[src/verilog/ssp_pkg.sv]
package ssp_pkg;

	// ----------------------------------------
	// Port map, primary and alternate
	// ----------------------------------------
	localparam int            AW          = 10;
	localparam logic [AW-1:0] REG_DATA_PRI = 10'h3a8;
	localparam logic [AW-1:0] REG_CMD_PRI  = 10'h3a9;
	localparam logic [AW-1:0] REG_DATA_ALT = 10'h388;
	localparam logic [AW-1:0] REG_CMD_ALT  = 10'h389;
	localparam logic [7:0]    RD_UNMAPPED  = 8'h00;

	// ----------------------------------------
	// Status word bits
	// ----------------------------------------
	localparam int ST_TX_HOLDING_READY = 0;
	localparam int ST_RX_CHAR_READY = 1;
	localparam int ST_TXEMP = 2;
	localparam int ST_PERR  = 3;
	localparam int ST_OVR   = 4;
	localparam int ST_FRM   = 5;
	localparam int ST_SYNC  = 6;
	localparam int ST_DSR   = 7;

	// ----------------------------------------
	// Command word bits
	// ----------------------------------------
	localparam int         CMD_TXON = 0;
	localparam int         CMD_DTR  = 1;
	localparam int         CMD_RXEN = 2;
	localparam int         CMD_BRK  = 3;
	localparam int         CMD_ERST = 4;
	localparam int         CMD_RTS  = 5;
	localparam int         CMD_IRST = 6;
	localparam int         CMD_HUNT = 7;
	localparam logic [7:0] CMD_RST  = 8'h00;
	localparam logic [7:0] CMD_KEEP = 8'h2f;

	// ----------------------------------------
	// Mode word fields
	// ----------------------------------------
	localparam int         MD_LEN    = 2;
	localparam int         MD_PEN    = 4;
	localparam int         MD_EVEN   = 5;
	localparam int         MD_EXT    = 6;
	localparam int         MD_SINGLE = 7;
	localparam logic [7:0] MODE_RST  = 8'h00;
	localparam logic [3:0] LEN_BASE  = 4'h5;

	typedef enum logic [1:0] {
		CFG_MODE  = 2'b00,
		CFG_SYNC1 = 2'b01,
		CFG_SYNC2 = 2'b10,
		CFG_CMD   = 2'b11
	} ssp_cfg_t;

	typedef enum logic [0:0] {
		RXE_HUNT = 1'b0,
		RXE_DATA = 1'b1
	} ssp_rxe_t;

endpackage

[src/verilog/ssp_status_port.sv]
// Behaviour
// Status read at 3A9 or alternate 389
// Status readable anytime without disturbing operation
// Status bits match output pin meanings, except bit 0
// Bit 0 holding ready, ungated by CTS
// Ready pin needs CTS and transmit enable
// Bit 1 set when character waits
// Bit 2 one when transmitter empty
// Bit 3 sticky parity, cleared by reset
// Bit 4 set on unread overwritten character
// Overrun keeps receiving, old character lost
// Bit 5 unused, reads zero
// Bit 6 set on sync pattern found
// Double sync found mid last bit
// Bit 7 is inverted data-set-ready
// Transmitter ready and timers drive level 4
// Receiver ready drives level 3
// Host clears errors with command bit 4
// Host sets command bit 7 to hunt
// Host selects double sync with mode 0
// Status reads have no side effect on flags
`timescale 1ns/1ps
module ssp_status_port (
	input  wire logic       clk_sys_i,
	input  wire logic       reset_i,
	input  wire logic       ce_i,
	input  wire logic [9:0] io_addr_i,
	input  wire logic       io_rd_i,
	input  wire logic       io_wr_i,
	input  wire logic [7:0] io_wdata_i,
	output logic [7:0]      io_rdata_o,
	output logic            io_rvalid_o,
	input  wire logic       alt_sel_i,
	input  wire logic       rxd_i,
	input  wire logic       rxc_i,
	input  wire logic       txc_i,
	input  wire logic       cts_n_i,
	input  wire logic       dsr_n_i,
	input  wire logic       timer1_i,
	input  wire logic       timer2_i,
	output logic            txd_o,
	output logic            tx_ready_pin_o,
	output logic            tx_empty_pin_o,
	output logic            rx_ready_pin_o,
	output logic            sync_found_o,
	output logic            dtr_n_o,
	output logic            rts_n_o,
	output logic            irq3_o,
	output logic            irq4_o
);
	localparam int NS = 6;
	// Idle pin levels, so leaving reset shows no false clock edge
	localparam logic [NS-1:0] SYNC_IDLE = 6'h07;

	// ----------------------------------------
	// Pin synchronisers
	// ----------------------------------------
	logic [NS-1:0] s1_q, s2_q, s1_d;
	logic [1:0]    clk3_q;
	logic          rx_stb, tx_fall, cts_act, dsr_lo, alt_s, rxd_s;

	always_comb
	begin
		s1_d    = {alt_sel_i, dsr_n_i, cts_n_i, txc_i, rxc_i, rxd_i};
		rxd_s   = s2_q[0];
		rx_stb  = s2_q[1] & ~clk3_q[0];
		tx_fall = ~s2_q[2] & clk3_q[1];
		cts_act = ~s2_q[3];
		dsr_lo  = ~s2_q[4];
		alt_s   = s2_q[5];
	end

	always_ff @(posedge clk_sys_i)
	begin
		if (reset_i)
		begin
			s1_q   <= SYNC_IDLE;
			s2_q   <= SYNC_IDLE;
			clk3_q <= SYNC_IDLE[2:1];
		end
		else if (ce_i)
		begin
			s1_q   <= s1_d;
			s2_q   <= s1_q;
			clk3_q <= s2_q[2:1];
		end
	end

	// ----------------------------------------
	// Register state and flags
	// ----------------------------------------
	ssp_pkg::ssp_cfg_t cfg_q, cfg_d;
	logic [7:0] mode_q, mode_d, cmd_q, cmd_d, sy1_q, sy1_d, sy2_q, sy2_d;
	logic [7:0] rbuf_q, rbuf_d, hold_q, hold_d, rdat_d, stat;
	logic [8:0] shf_q, shf_d;
	logic [3:0] left_q, left_d, len;
	logic       full_q, full_d, rdy_q, rdy_d, par_q, par_d, ovr_q, ovr_d;
	logic       syf_q, syf_d, txd_d, pin_d, rv_d, hunt, erst;
	logic       c_stb, c_perr, found;
	logic [7:0] c_char, dmask;
	logic       sel_d, sel_c, rd_d, rd_s, wr_d, wr_c;

	always_comb
	begin
		len   = ssp_pkg::LEN_BASE + {2'b00, mode_q[ssp_pkg::MD_LEN +: 2]};
		dmask = 8'hff >> (4'h8 - len);
		// Decode, primary or alternate pair
		sel_d = io_addr_i == (alt_s ? ssp_pkg::REG_DATA_ALT : ssp_pkg::REG_DATA_PRI);
		sel_c = io_addr_i == (alt_s ? ssp_pkg::REG_CMD_ALT : ssp_pkg::REG_CMD_PRI);
		rd_d  = io_rd_i & sel_d;
		rd_s  = io_rd_i & sel_c;
		wr_d  = io_wr_i & sel_d;
		wr_c  = io_wr_i & sel_c;
		hunt  = wr_c && cfg_q == ssp_pkg::CFG_CMD && io_wdata_i[ssp_pkg::CMD_HUNT];
		erst  = wr_c && cfg_q == ssp_pkg::CFG_CMD && io_wdata_i[ssp_pkg::CMD_ERST];

		// Status built from the flags; bit 2 reads the empty pin flop, bit 7 the DSR synchroniser
		stat                   = 8'h00;
		// Holding ready, not gated
		stat[ssp_pkg::ST_TX_HOLDING_READY] = ~full_q;
		stat[ssp_pkg::ST_RX_CHAR_READY] = rdy_q;
		stat[ssp_pkg::ST_TXEMP] = tx_empty_pin_o;
		stat[ssp_pkg::ST_PERR]  = par_q;
		stat[ssp_pkg::ST_OVR]   = ovr_q;
		// Framing bit stays zero
		stat[ssp_pkg::ST_FRM]   = 1'b0;
		stat[ssp_pkg::ST_SYNC]  = syf_q;
		// Inverted data-set-ready
		stat[ssp_pkg::ST_DSR]   = dsr_lo;
	end

	ssp_rx_engine u_rx (
		.clk_sys_i  (clk_sys_i),
		.reset_i    (reset_i),
		.ce_i       (ce_i),
		.bit_stb_i  (rx_stb),
		.bit_i      (rxd_s),
		.hunt_i     (hunt),
		.len_i      (len),
		.pen_i      (mode_q[ssp_pkg::MD_PEN]),
		.even_i     (mode_q[ssp_pkg::MD_EVEN]),
		// Mode bit 7 low selects two sync characters
		.single_i   (mode_q[ssp_pkg::MD_SINGLE]),
		.sync1_i    (sy1_q),
		.sync2_i    (sy2_q),
		.char_stb_o (c_stb),
		.char_o     (c_char),
		.perr_o     (c_perr),
		.found_o    (found)
	);

	always_comb
	begin
		cfg_d  = cfg_q;
		mode_d = mode_q;
		cmd_d  = cmd_q;
		sy1_d  = sy1_q;
		sy2_d  = sy2_q;
		rbuf_d = rbuf_q;
		hold_d = hold_q;
		full_d = full_q;
		shf_d  = shf_q;
		left_d = left_q;
		rdy_d  = rdy_q;
		par_d  = par_q;
		ovr_d  = ovr_q;
		syf_d  = syf_q;
		txd_d  = txd_o;
		rv_d   = io_rd_i;
		rdat_d = io_rdata_o;

		// Status reads only copy state out
		if (io_rd_i)
			rdat_d = rd_d ? rbuf_q : (rd_s ? stat : ssp_pkg::RD_UNMAPPED);

		// Control writes walk mode, sync, then commands
		if (wr_c)
		begin
			case (cfg_q)
				ssp_pkg::CFG_MODE:
				begin
					mode_d = io_wdata_i;
					cfg_d  = io_wdata_i[ssp_pkg::MD_EXT] ? ssp_pkg::CFG_CMD : ssp_pkg::CFG_SYNC1;
				end
				ssp_pkg::CFG_SYNC1:
				begin
					sy1_d = io_wdata_i;
					cfg_d = mode_q[ssp_pkg::MD_SINGLE] ? ssp_pkg::CFG_CMD : ssp_pkg::CFG_SYNC2;
				end
				ssp_pkg::CFG_SYNC2:
				begin
					sy2_d = io_wdata_i;
					cfg_d = ssp_pkg::CFG_CMD;
				end
				ssp_pkg::CFG_CMD:
				begin
					cmd_d = io_wdata_i & ssp_pkg::CMD_KEEP;
					if (io_wdata_i[ssp_pkg::CMD_IRST])
					begin
						cmd_d = ssp_pkg::CMD_RST;
						cfg_d = ssp_pkg::CFG_MODE;
					end
				end
				default: cfg_d = ssp_pkg::CFG_MODE;
			endcase
		end

		// Error clear first so a same-cycle error wins
		// Error reset command clears both flags
		if (erst)
		begin
			par_d = 1'b0;
			ovr_d = 1'b0;
		end
		// Hunt command rearms sync search
		if (hunt)
			syf_d = 1'b0;
		// Sync flag sets on pattern
		if (found)
			syf_d = 1'b1;

		// Only the data read consumes a character
		if (rd_d)
			rdy_d = 1'b0;
		if (c_stb && cmd_q[ssp_pkg::CMD_RXEN])
		begin
			// Unread character overwritten
			if (rdy_q && !rd_d)
				ovr_d = 1'b1;
			// Newest kept, older one lost
			rbuf_d = c_char;
			// Character waiting
			rdy_d  = 1'b1;
			// Sticky until error reset
			if (c_perr)
				par_d = 1'b1;
		end

		// Transmitter: holding register feeds the shifter
		if (wr_d)
		begin
			hold_d = io_wdata_i;
			full_d = 1'b1;
		end
		if (tx_fall)
		begin
			if (left_q != 4'h0)
			begin
				txd_d  = shf_q[0];
				shf_d  = {1'b1, shf_q[8:1]};
				left_d = left_q - 4'h1;
			end
			else
				txd_d = 1'b1;
			if (cmd_q[ssp_pkg::CMD_BRK])
				txd_d = 1'b0;
		end
		// Load waits for CTS so a frame never starts unsent
		if (left_q == 4'h0 && full_q && !wr_d && cts_act && cmd_q[ssp_pkg::CMD_TXON])
		begin
			shf_d  = {1'b1, hold_q & dmask};
			shf_d[len] = (^(hold_q & dmask)) ^ ~mode_q[ssp_pkg::MD_EVEN];
			left_d = len + {3'b000, mode_q[ssp_pkg::MD_PEN]};
			full_d = 1'b0;
		end

		// Pin gated by CTS and transmit enable
		pin_d = ~full_d & cts_act & cmd_d[ssp_pkg::CMD_TXON];

		if (wr_c && cfg_q == ssp_pkg::CFG_CMD && io_wdata_i[ssp_pkg::CMD_IRST])
		begin
			full_d = 1'b0;
			left_d = 4'h0;
			rdy_d  = 1'b0;
			par_d  = 1'b0;
			ovr_d  = 1'b0;
			syf_d  = 1'b0;
			pin_d  = 1'b0;
		end
	end

	always_ff @(posedge clk_sys_i)
	begin
		if (reset_i)
		begin
			cfg_q          <= ssp_pkg::CFG_MODE;
			mode_q         <= ssp_pkg::MODE_RST;
			cmd_q          <= ssp_pkg::CMD_RST;
			sy1_q          <= 8'h00;
			sy2_q          <= 8'h00;
			rbuf_q         <= 8'h00;
			hold_q         <= 8'h00;
			full_q         <= 1'b0;
			shf_q          <= 9'h1ff;
			left_q         <= 4'h0;
			rdy_q          <= 1'b0;
			par_q          <= 1'b0;
			ovr_q          <= 1'b0;
			syf_q          <= 1'b0;
			txd_o          <= 1'b1;
			io_rdata_o     <= 8'h00;
			io_rvalid_o    <= 1'b0;
			tx_ready_pin_o <= 1'b0;
			tx_empty_pin_o <= 1'b1;
			rx_ready_pin_o <= 1'b0;
			sync_found_o   <= 1'b0;
			dtr_n_o        <= 1'b1;
			rts_n_o        <= 1'b1;
			irq3_o         <= 1'b0;
			irq4_o         <= 1'b0;
		end
		else if (ce_i)
		begin
			cfg_q          <= cfg_d;
			mode_q         <= mode_d;
			cmd_q          <= cmd_d;
			sy1_q          <= sy1_d;
			sy2_q          <= sy2_d;
			rbuf_q         <= rbuf_d;
			hold_q         <= hold_d;
			full_q         <= full_d;
			shf_q          <= shf_d;
			left_q         <= left_d;
			rdy_q          <= rdy_d;
			par_q          <= par_d;
			ovr_q          <= ovr_d;
			syf_q          <= syf_d;
			txd_o          <= txd_d;
			io_rdata_o     <= rdat_d;
			io_rvalid_o    <= rv_d;
			tx_ready_pin_o <= pin_d;
			// Empty when nothing held or shifting
			tx_empty_pin_o <= ~full_d & (left_d == 4'h0);
			rx_ready_pin_o <= rdy_d;
			sync_found_o   <= syf_d;
			dtr_n_o        <= ~cmd_d[ssp_pkg::CMD_DTR];
			rts_n_o        <= ~cmd_d[ssp_pkg::CMD_RTS];
			// Receiver ready on level 3
			irq3_o         <= rdy_d;
			// Transmitter ready and timers on level 4
			irq4_o         <= pin_d | timer1_i | timer2_i;
		end
	end
endmodule // ssp_status_port

[src/verilog/ssp_rx_engine.sv]
`timescale 1ns/1ps
module ssp_rx_engine (
	input  wire logic       clk_sys_i,
	input  wire logic       reset_i,
	input  wire logic       ce_i,
	input  wire logic       bit_stb_i,
	input  wire logic       bit_i,
	input  wire logic       hunt_i,
	input  wire logic [3:0] len_i,
	input  wire logic       pen_i,
	input  wire logic       even_i,
	input  wire logic       single_i,
	input  wire logic [7:0] sync1_i,
	input  wire logic [7:0] sync2_i,
	output logic            char_stb_o,
	output logic [7:0]      char_o,
	output logic            perr_o,
	output logic            found_o
);
	ssp_pkg::ssp_rxe_t st_q, st_d;
	logic [15:0] hist_q, hist_d;
	logic [4:0]  cnt_q, cnt_d;
	logic        stb_d, perr_d, found_d;
	logic [7:0]  char_d;
	logic [4:0]  win, frame;
	logic [15:0] got, exp_w, msk;

	always_comb
	begin
		st_d    = st_q;
		hist_d  = hist_q;
		cnt_d   = cnt_q;
		stb_d   = 1'b0;
		perr_d  = perr_o;
		found_d = 1'b0;
		char_d  = char_o;
		win     = single_i ? {1'b0, len_i} : {len_i, 1'b0};
		frame   = {1'b0, len_i} + {4'h0, pen_i};
		msk     = (16'h0001 << win) - 16'h0001;
		exp_w   = single_i ? {8'h00, sync1_i} : (({8'h00, sync2_i} << len_i) | {8'h00, sync1_i});
		got     = 16'h0000;
		if (hunt_i)
		begin
			st_d  = ssp_pkg::RXE_HUNT;
			cnt_d = 5'h00;
		end
		else if (bit_stb_i)
		begin
			hist_d = {bit_i, hist_q[15:1]};
			case (st_q)
				ssp_pkg::RXE_HUNT:
				begin
					if (cnt_q < win)
						cnt_d = cnt_q + 5'h01;
					got = hist_d >> (5'h10 - win);
					// Match on the last bit's mid sample
					if ((cnt_q + 5'h01 >= win) && ((got & msk) == (exp_w & msk)))
					begin
						found_d = 1'b1;
						st_d    = ssp_pkg::RXE_DATA;
						cnt_d   = 5'h00;
					end
				end
				ssp_pkg::RXE_DATA:
				begin
					cnt_d = cnt_q + 5'h01;
					if (cnt_q + 5'h01 == frame)
					begin
						got    = hist_d >> (5'h10 - frame);
						msk    = (16'h0001 << len_i) - 16'h0001;
						char_d = 8'((got & msk));
						perr_d = pen_i & ((^(got & ((msk << 1) | 16'h0001))) ^ ~even_i);
						stb_d  = 1'b1;
						cnt_d  = 5'h00;
					end
				end
				default: st_d = ssp_pkg::RXE_HUNT;
			endcase
		end
	end

	always_ff @(posedge clk_sys_i)
	begin
		if (reset_i)
		begin
			st_q       <= ssp_pkg::RXE_HUNT;
			hist_q     <= 16'h0000;
			cnt_q      <= 5'h00;
			char_stb_o <= 1'b0;
			char_o     <= 8'h00;
			perr_o     <= 1'b0;
			found_o    <= 1'b0;
		end
		else if (ce_i)
		begin
			st_q       <= st_d;
			hist_q     <= hist_d;
			cnt_q      <= cnt_d;
			char_stb_o <= stb_d;
			char_o     <= char_d;
			perr_o     <= perr_d;
			found_o    <= found_d;
		end
	end
endmodule // ssp_rx_engine

[config.mk]
export PLATFORM = sky130hd
export DESIGN_NAME = ssp_status_port
export DESIGN_NICKNAME = d
export VERILOG_FILES = /design/src/verilog/ssp_pkg.sv /design/src/verilog/ssp_status_port.sv /design/src/verilog/ssp_rx_engine.sv
export SDC_FILE = /design/constraint.sdc
export NUM_CORES = 1
export LEC_CHECK = 0
export ABC_AREA = 1
export BUFFER_PORTS_ARGS = -buffer_cell sky130_fd_sc_hd__buf_2
export CAP_MARGIN = 20
export CORE_UTILIZATION = 40
export DETAILED_ROUTE_END_ITERATION = 12
export PLACE_DENSITY_LB_ADDON = 0.3
export SYNTH_ARGS = -nofsm -noshare
export SYNTH_HDL_FRONTEND = slang
export SYNTH_SLANG_ARGS = --single-unit
export TNS_END_PERCENT = 5
[constraint.sdc]
create_clock -name clk_sys_i -period 8.9 [get_ports clk_sys_i]
set_input_delay 0.445 -clock clk_sys_i [delete_from_list [all_inputs] [get_ports clk_sys_i]]
set_output_delay 0.445 -clock clk_sys_i [all_outputs]
set_load 0.005 [all_outputs]
# After elaboration in Yosys (flattened, before gate mapping)
# Index checks and enable logic that the tools add are counted.
# op_classes
eq_ne	9
mux	60
n_reduce_logical	41
n_bitwise	32
magnitude_cmp	4
n_shift	6
add_sub_neg	10
# op_table
op	count
$and 16x16->16	3
$mux 1	33
$shr 16x5->16	2
$mux 5	6
$mux 6	5
$mux 9	3
$reduce_and 3->1	8
$eq 10x10->1	2
$and 8x8->8	2
$eq 16x16->1	1
$mux 16	1
$mux 4	4
$mux 8	2
$or 16x8->16	1
$reduce_xor 16->1	1
$shl 1x5->16 const A	1
$shl 8x4->16	1
$sub 16x1->16 const B	1
$shl 1x4->15 const A	1
$sub 15x1->15 const B	1
$reduce_and 2->1	7
$logic_and 1x1->1	12
$not 1->1	12
$and 1x1->1	10
other kinds (32)	42
# totals
in_bits	31
regBits	128

# Logic depth before layout (Yosys ltp)
# Gate-level depths: netlist (run 1).
# depth
depth_word	14
depth_mapped	26

# Modules after synthesis
# Synthesis (run 1) repeated with hierarchy kept, for this count alone.
# unflattened
cells_unflattened	1642
area_unflattened_um2	9773.1
# by_module_without_submodules
mod	instances	cells_each	area_each_um2
ssp_rx_engine	1	1049	5474.0
ssp_status_port	1	593	4299.1

# Worst setup path after synthesis (run 1)
# Ideal clock, no wire load.
# synth_timing
kind	flip-flop to flip-flop
start	register mode_q[2]
end	register u_rx.perr_o
path_buffers	2
setup_time_ps	132
arrival_ps	3462
path_stages_with_launch	22
path_slack_ps	5305
cell_sequence	dfxtp_1 > inv_1 > buf_2 > ha_1 > fa_1 > inv_1 > ha_1 > clkinv_1 > clkbuf_1 > nand2_1 > nand3_1 > nand2_1 > o21ai_0 > nand4_1 > nand2_1 > nand2_1 > nand2_1 > nand2_1 > nand2_1 > nand3_1 > nand3_1 > a21oi_1
# synth_via
elab_chain_cells	8
# synth_lines
item	line_no	source
start: declaration	ssp_status_port.sv:93	logic [7:0] mode_q, mode_d, cmd_q, cmd_d, sy1_q, sy1_d, sy2_q, sy2_d;
start signal: assignment	ssp_status_port.sv:287	mode_q <= ssp_pkg::MODE_RST;
start signal: assignment	ssp_status_port.sv:315	mode_q <= mode_d;
$add 3x2->4 *	ssp_status_port.sv:105	len = ssp_pkg::LEN_BASE + {2'b00, mode_q[ssp_pkg::MD_LEN +: 2]};
$add 4x1->5	ssp_rx_engine.sv:38	frame = {1'b0, len_i} + {4'h0, pen_i};
$sub 5x5->5	ssp_rx_engine.sv:69	got = hist_d >> (5'h10 - frame);
$shr 16x5->16	ssp_rx_engine.sv:69	
$and 16x16->16	ssp_rx_engine.sv:72	perr_d = pen_i & ((^(got & ((msk << 1) | 16'h0001))) ^ ~even_i);
$reduce_xor 16->1	ssp_rx_engine.sv:72	
$xor 1x1->1	ssp_rx_engine.sv:72	
$and 1x1->1	ssp_rx_engine.sv:72	
end signal: assignment	ssp_rx_engine.sv:101	perr_o <= perr_d;
end: declaration	ssp_rx_engine.sv:17	output logic perr_o,
# Mark *: on every way between the ends. The rest lies on a longest branch, timed or not.
# A chain may end at the register's enable or synchronous reset.

# Worst setup path after layout (run 1)
# Same ends and word-level chain as after synthesis.

==> impl_results.md, run 1 <==
- Comb power frac: 8.3%
- Synth unique cells: 51
- Wirelength, routed: 26340 µm
- CP Launch Type: flip-flop
- Share of cells above drive strength 1: 8.368%
- Highest Clock Rate: 191.4 MHz
- First-pass GRT wire length: 42920 µm
- Clk sink count: 123
- Register area: 2462 µm²
- Internal power: 1.018 mW
- Row cnt: 53
- Largest net degree at the start of global routing: 95
- Initial DRC Count: 713
- Status: finished, final reports clean
- Post-cts hold buffer count: 0
- Global-route usage over all layers: 24.13%
- Crit share post-route: 58.71%
- DPL Wire Length: 19660 µm
- Worst EP arrival: 5490 ps
- Lkg Pwr: 4.469 nW
- DR WL/cell: 15.20 µm
- Synth warn: 0
- Largest driver fanout on the critical path: 27
- Final hold slack: 241.8 ps
- Crit path required time: 9170 ps
- Total gr overflow: 0
- Slew Viols, Final: 0
- Flop-to-flop setup slack: 3670 ps
- Via density: 5.351
- Clock root buffer: clkbuf_16
- Setup_tns: 0 ps
- Post-Syn Instances: 1431
- Initial antenna violation count: 0
- FF+latch count, synth: 123
- Most common flop cell mapped by yosys: dfxtp_1
- DIE WIDTH: 150.2 µm
- Clock Power Share: 49.7%
- CTS tree: built
- Crit path time final: 5225 ps
- Drt pass-1 iters: 5
- Tightest Pin Transition: 866.7 ps
- Psw: 358.3 µW
- Multi-input logic area: 5480 µm²
- Post-Syn Area: 8780 µm²
- Clock buffer depth: 2
- Area grow syn2layout: 10.36%
- Final setup fails: 0
- Starting density of the core: 41.24%
- Slew Limit Headroom: 42.22%
- PwrDens: 142.0 nW/µm²
- Fill count: 2241
- Seq pwr share: 42.0%
- # resized after CTS: 0
- Max-Cap Viols: 0
- Die Area: 22550 µm²
- Peak supply drop: 0.1270 mV
- Clk slew on worst S/H paths: 60 ps
- RSZ-0062 raised after global routing: no
- Final hold vios: 0
- Number of global-route vias before repair: 8384
- Asr flop ratio synth: 0%
- Syn Area/Cell: 6.135 µm²
- Worst-Skew Late Latency: 420 ps
- Final GP Congestion: 1.028
- Die Y: 150.2 µm
- Depth of the CTS H-tree: 4
- Antenna Cells: 0
- ANT nets after route: 0
- Crit. End Element: flip-flop
- CP Class: flip-flop to flip-flop
- CTS Buf Count: 17
- Final nets: 1510
- Vias: 9273
- Switching Share: 26.03%
- Number of buffers added for setup after CTS: 0
- Register area share after synthesis: 28.05%
- # IOs: 49
- Clock skew: 15.88 ps
- DRC errors left: 0
- Buffers on Ports: 48
- CORE AREA: 21290 µm²
- EDFF count, synth: 0
- Hold crit path type: input pin to flip-flop
==> path summary, 6_finish.rpt <==
path | end | startpoint | cells past startpoint
min reg2reg | s1_q[2]$_SDFFE_PP1P_ | s1_q[2]$_SDFFE_PP1P_ | 2
max | u_rx.perr_o$_SDFFE_PP0P_ | mode_q[2]$_SDFFE_PP0P_ | 22
max reg2reg | u_rx.perr_o$_SDFFE_PP0P_ | mode_q[2]$_SDFFE_PP0P_ | 22
min | s1_q[0]$_SDFFE_PP1P_ | rxd_i | 3
==> cell usage in the layout (no fill, tap or decap), drive strengths merged, types with 3 or more instances in the layout <==
master,synthesis,layout
buf,25,52
ha,33,33
nand3b,7,7
nand2,416,416
nand3,178,178
nand4,20,20
o21ai,131,131
dfxtp,123,123
or2,5,5
nor3,9,9
nor4,3,3
xnor2,5,5
a21oi,91,91
clkbuf,33,19
clkinvlp,0,6
and2,3,3
nor2,140,140
o211ai,15,15
clkinv,3,5
a31oi,8,8
xor2,21,21
inv,145,148
o21bai,3,3
==> cell usage after synthesis (8+ instances only) <==
| cell | instances | share of area [%] |
|---|---|---|
| o211ai_1 | 14 | 1.2 |
| a31oi_1 | 8 | 0.57 |
| o21ai_0 | 128 | 7.3 |
| inv_1 | 138 | 5.9 |
| nand2_1 | 404 | 17 |
| nand3_1 | 176 | 10 |
| xor2_1 | 21 | 2.1 |
| a21oi_1 | 88 | 5.0 |
| nor3_1 | 8 | 0.46 |
| nand4_1 | 20 | 1.4 |
| clkbuf_1 | 33 | 1.4 |
| ha_1 | 33 | 4.7 |
| dfxtp_1 | 123 | 28 |
| buf_2 | 10 | 0.57 |
| nor2_1 | 132 | 5.6 |
==> power groups by stage <==
stage	logic (mW)	clock network, mW	registers, mW
finish	0.115	0.684	0.578
global route	0.130	0.712	0.580
CTS	0.113	0.690	0.578
detailed placement	0.112	0	0.589
global placement	0.111	0	0.589
floorplan	0.0800	0	0.586
==> layer usage <==
metal	vias to the layer above	GRT usage (%)	part of all wire, %
met5	-	0	0
met2	301	40.05	46
met4	0	7.727	2.2
li1	4722	-	-
met3	38	3.818	5.7
met1	4212	31.86	46
==> metrics by stage <==
stage | std cells | util, % | setup WS (ps) | instance area [µm²] | power (mW)
after global placement | 1701 | 42.82 | 3892 | 9115 | 0.7004
after global routing | 1733 | 45.52 | 3054 | 9689 | 1.422
final | 1733 | 45.52 | 3675 | 9689 | 1.376
after floorplan | 1432 | - | 5305 | 8783 | 0.6657
after detailed placement | 1701 | 42.82 | 3776 | 9115 | 0.7017
after CTS | 1733 | 45.52 | 3767 | 9689 | 1.381
==> worst max-delay path: stages, from the launching register on <==
cell and delay [ps]:
dfxtp_1 720, inv_1 80, buf_4 260, ha_1 780, inv_1 400, ha_1 680
clkinv_1 520, nand2_1 180, o21ai_0 160, nand2_1 100, nand2_1 80, o21ai_0 310
inv_1 100, nand2_1 70, nand2_1 90, inv_1 80, nand3_1 60, nand2_1 80
nand2_1 60, nand2_1 50, nand2_1 60, nand3_1 80, a21oi_1 60
==> logic make-up (layout without fill, tap and decap cells) <==
logic type                 after synthesis  after routing  share of synthesized area [%]
other                                    1              2                        0.04271
DFF                                    123            123                          28.05
buffers and inverters                  206            232                          9.577
adders and majority gates               34             34                          4.931
and+or+nand+nor                        782            782                          38.65
xor gates and xnor gates                26             26                          2.679
AOI/OAI and AO/OA                      259            259                          16.08
==> sequential cells by signal, indices dropped and copies added (netlist names), 2 cells and up <==
| name | cells |
|---|---|
| shf_q | 9 |
| mode_q | 5 |
| io_rdata_o | 8 |
| s1_q | 6 |
| s2_q | 6 |
| sy1_q | 8 |
| cmd_q | 5 |
| clk3_q | 2 |
| sy2_q | 8 |
| hold_q | 8 |
| rbuf_q | 8 |
| cfg_q | 2 |
| u_rx.hist_q | 15 |
| left_q | 4 |
| u_rx.char_o | 8 |
| u_rx.cnt_q | 5 |
==> area by class of cell <==
class | instances | share of cell area (%)
clock buffers | 19 | 4.468
flip-flops and latches | 123 | 25.41
repair buffers | 52 | 2.789
multi-input cells | 1103 | 56.56
well taps | 275 | 3.551
clock inverters | 13 | 1.459
inverters | 148 | 5.759
No activity file was read; power rests on OpenSTA's default activity.
==> run 2: changes to the inputs <==
- clock period: 8.9 -> 4.85 ns (I/O delays scaled with it)
==> impl_results.md, run 2 (synthesized netlist as in run 1, its figures left out) <==
- Status: finished, final reports clean
- Crit path time final: 4130 ps
- CORE AREA: 21290 µm²
- Max-Cap Viols: 0
- Largest net degree at the start of global routing: 60
- Die Area: 22550 µm²
- CTS tree: built
- Number of global-route vias before repair: 8500
- Wirelength, routed: 26850 µm
- Die Y: 150.2 µm
- Buffers on Ports: 48
- Initial DRC Count: 641
- Final Cell Area: 9742 µm²
- Slew Limit Headroom: 41.97%
- Hold crit path type: input pin to flip-flop
- Worst-Skew Late Latency: 420 ps
- Peak supply drop: 0.2277 mV
- Row cnt: 53
- CTS Buf Count: 17
- Post-cts hold buffer count: 0
- Drt pass-1 iters: 6
- Final hold slack: 30.29 ps
- RSZ-0062 raised after global routing: no
- Seq pwr share: 42.0%
- Internal power: 1.870 mW
- CP Launch Type: flip-flop
- Clock Power Share: 49.7%
- Total gr overflow: 0
- Commonest non-fill, non-tap cells in the layout: nand2_1, nand3_1, inv_1
- Depth of the CTS H-tree: 4
- Switching Share: 25.99%
- Top reg by flops: u_rx.hist_q
- ANT nets after route: 0
- Crit. End Element: flip-flop
- Final GP Congestion: 1.027
- DPL Wire Length: 20520 µm
- Tightest Pin Transition: 869.2 ps
- Final setup fails: 0
- Setup_tns: 0 ps
- DR WL/cell: 15.43 µm
- Clock buffer depth: 2
- Global-route usage over all layers: 24.72%
- Slew Viols, Final: 0
- Crit share post-route: 85.16%
- Cell Area, Placed: 9168 µm²
- Via density: 5.305
- Comb power frac: 8.3%
- Clk sink count: 123
- Initial antenna violation count: 0
- Final nets: 1517
- Number of buffers added for setup after CTS: 0
- Largest registers: u_rx.hist_q x15, shf_q x9
- CP Class: flip-flop to flip-flop
- # resized after CTS: 0
- Crit path required time: 5160 ps
- Starting density of the core: 41.24%
- DRC errors left: 0
- Area grow syn2layout: 10.96%
- Final hold vios: 0
- Clock skew: 10.59 ps
- Vias: 9230
- Lkg Pwr: 4.514 nW
- Antenna Cells: 0
- Fill count: 2263
- Psw: 656.7 µW
- First-pass GRT wire length: 43500 µm
- Clk slew on worst S/H paths: 60 ps
- Commonest non-fill, non-tap cell in the layout: nand2_1
- Largest driver fanout on the critical path: 18
- # IOs: 49
- Largest register FFs: 15
- Worst EP arrival: 4440 ps
- Highest Clock Rate: 242.1 MHz
- Clock root buffer: clkbuf_16
- DIE WIDTH: 150.2 µm
- Share of cells above drive strength 1: 8.805%
- PwrDens: 259.3 nW/µm²
run 2: changes by cell type in the layout (fill, tap and decap cells not counted):
cell and delta:
clkinv_4 +2, clkinv_2 +1, buf_4 +7, clkinvlp_4 -3
run 2: worst paths after layout:
check             slack [ps]  cells after the start              startpoint                         end
setup / recovery         720                     19  mode_q[3]$_SDFFE_PP0P_  u_rx.cnt_q[4]$_SDFFE_PP0P_
hold / removal            30                      3                   rxd_i        s1_q[0]$_SDFFE_PP1P_
setup reg to reg         720                     19  mode_q[3]$_SDFFE_PP0P_  u_rx.cnt_q[4]$_SDFFE_PP0P_
hold reg to reg          450                      2    s1_q[1]$_SDFFE_PP1P_        s1_q[1]$_SDFFE_PP1P_
run 2: power groups by stage:
stage | Sequential [mW] | Clock (mW) | Combinational [mW]
2_1_floorplan | 1.07 | 0 | 0.147
3_3_place_gp | 1.08 | 0 | 0.205
3_5_place_dp | 1.08 | 0 | 0.207
4_1_cts | 1.06 | 1.26 | 0.209
5_1_grt | 1.06 | 1.31 | 0.240
6_report | 1.06 | 1.26 | 0.211
run 2: metal layers:
| layer | track usage (%) | wire (µm) |
|---|---|---|
| met1 | 31.34 | 12200 |
| met2 | 41.74 | 12710 |
| met4 | 9.899 | 679 |
| met5 | 0 | 0 |
| met3 | 3.879 | 1254 |
run 2: layout make-up:
type | instances | area, µm² | area share (%)
clock buffer | 19 | 432.9 | 4.444
clock inverter | 13 | 141.4 | 1.451
inverter | 148 | 558.0 | 5.728
multi-input combinational | 1103 | 5480 | 56.25
sequential | 123 | 2462 | 25.28
tap | 275 | 344.1 | 3.532
timing repair buffer | 59 | 322.8 | 3.314
run 2: worst max-delay path: stages, from the launching register on:
cell and delay, ps:
dfxtp_1 470, inv_1 160, ha_1 340, inv_2 240, nand2_2 130, nand2_1 130
inv_1 120, ha_1 630, inv_1 320, nor3_2 280, nand4_1 120, xor2_1 180
nor2_1 110, nand3_1 70, nor2_1 150, nand4_1 180, nand2_1 190, nor2_1 60
nor2_1 100, nor2_1 50
run 2: metrics by stage:
step | total power, mW | instances | setup slack, ps | utilization [%]
after floorplan | 1.222 | 1432 | 1255 | -
after global placement | 1.286 | 1708 | 888.0 | 43.07
after detailed placement | 1.289 | 1708 | 778.4 | 43.07
after CTS | 2.533 | 1740 | 740.2 | 45.77
after global routing | 2.615 | 1740 | 286.8 | 45.77
final | 2.527 | 1740 | 719.5 | 45.77
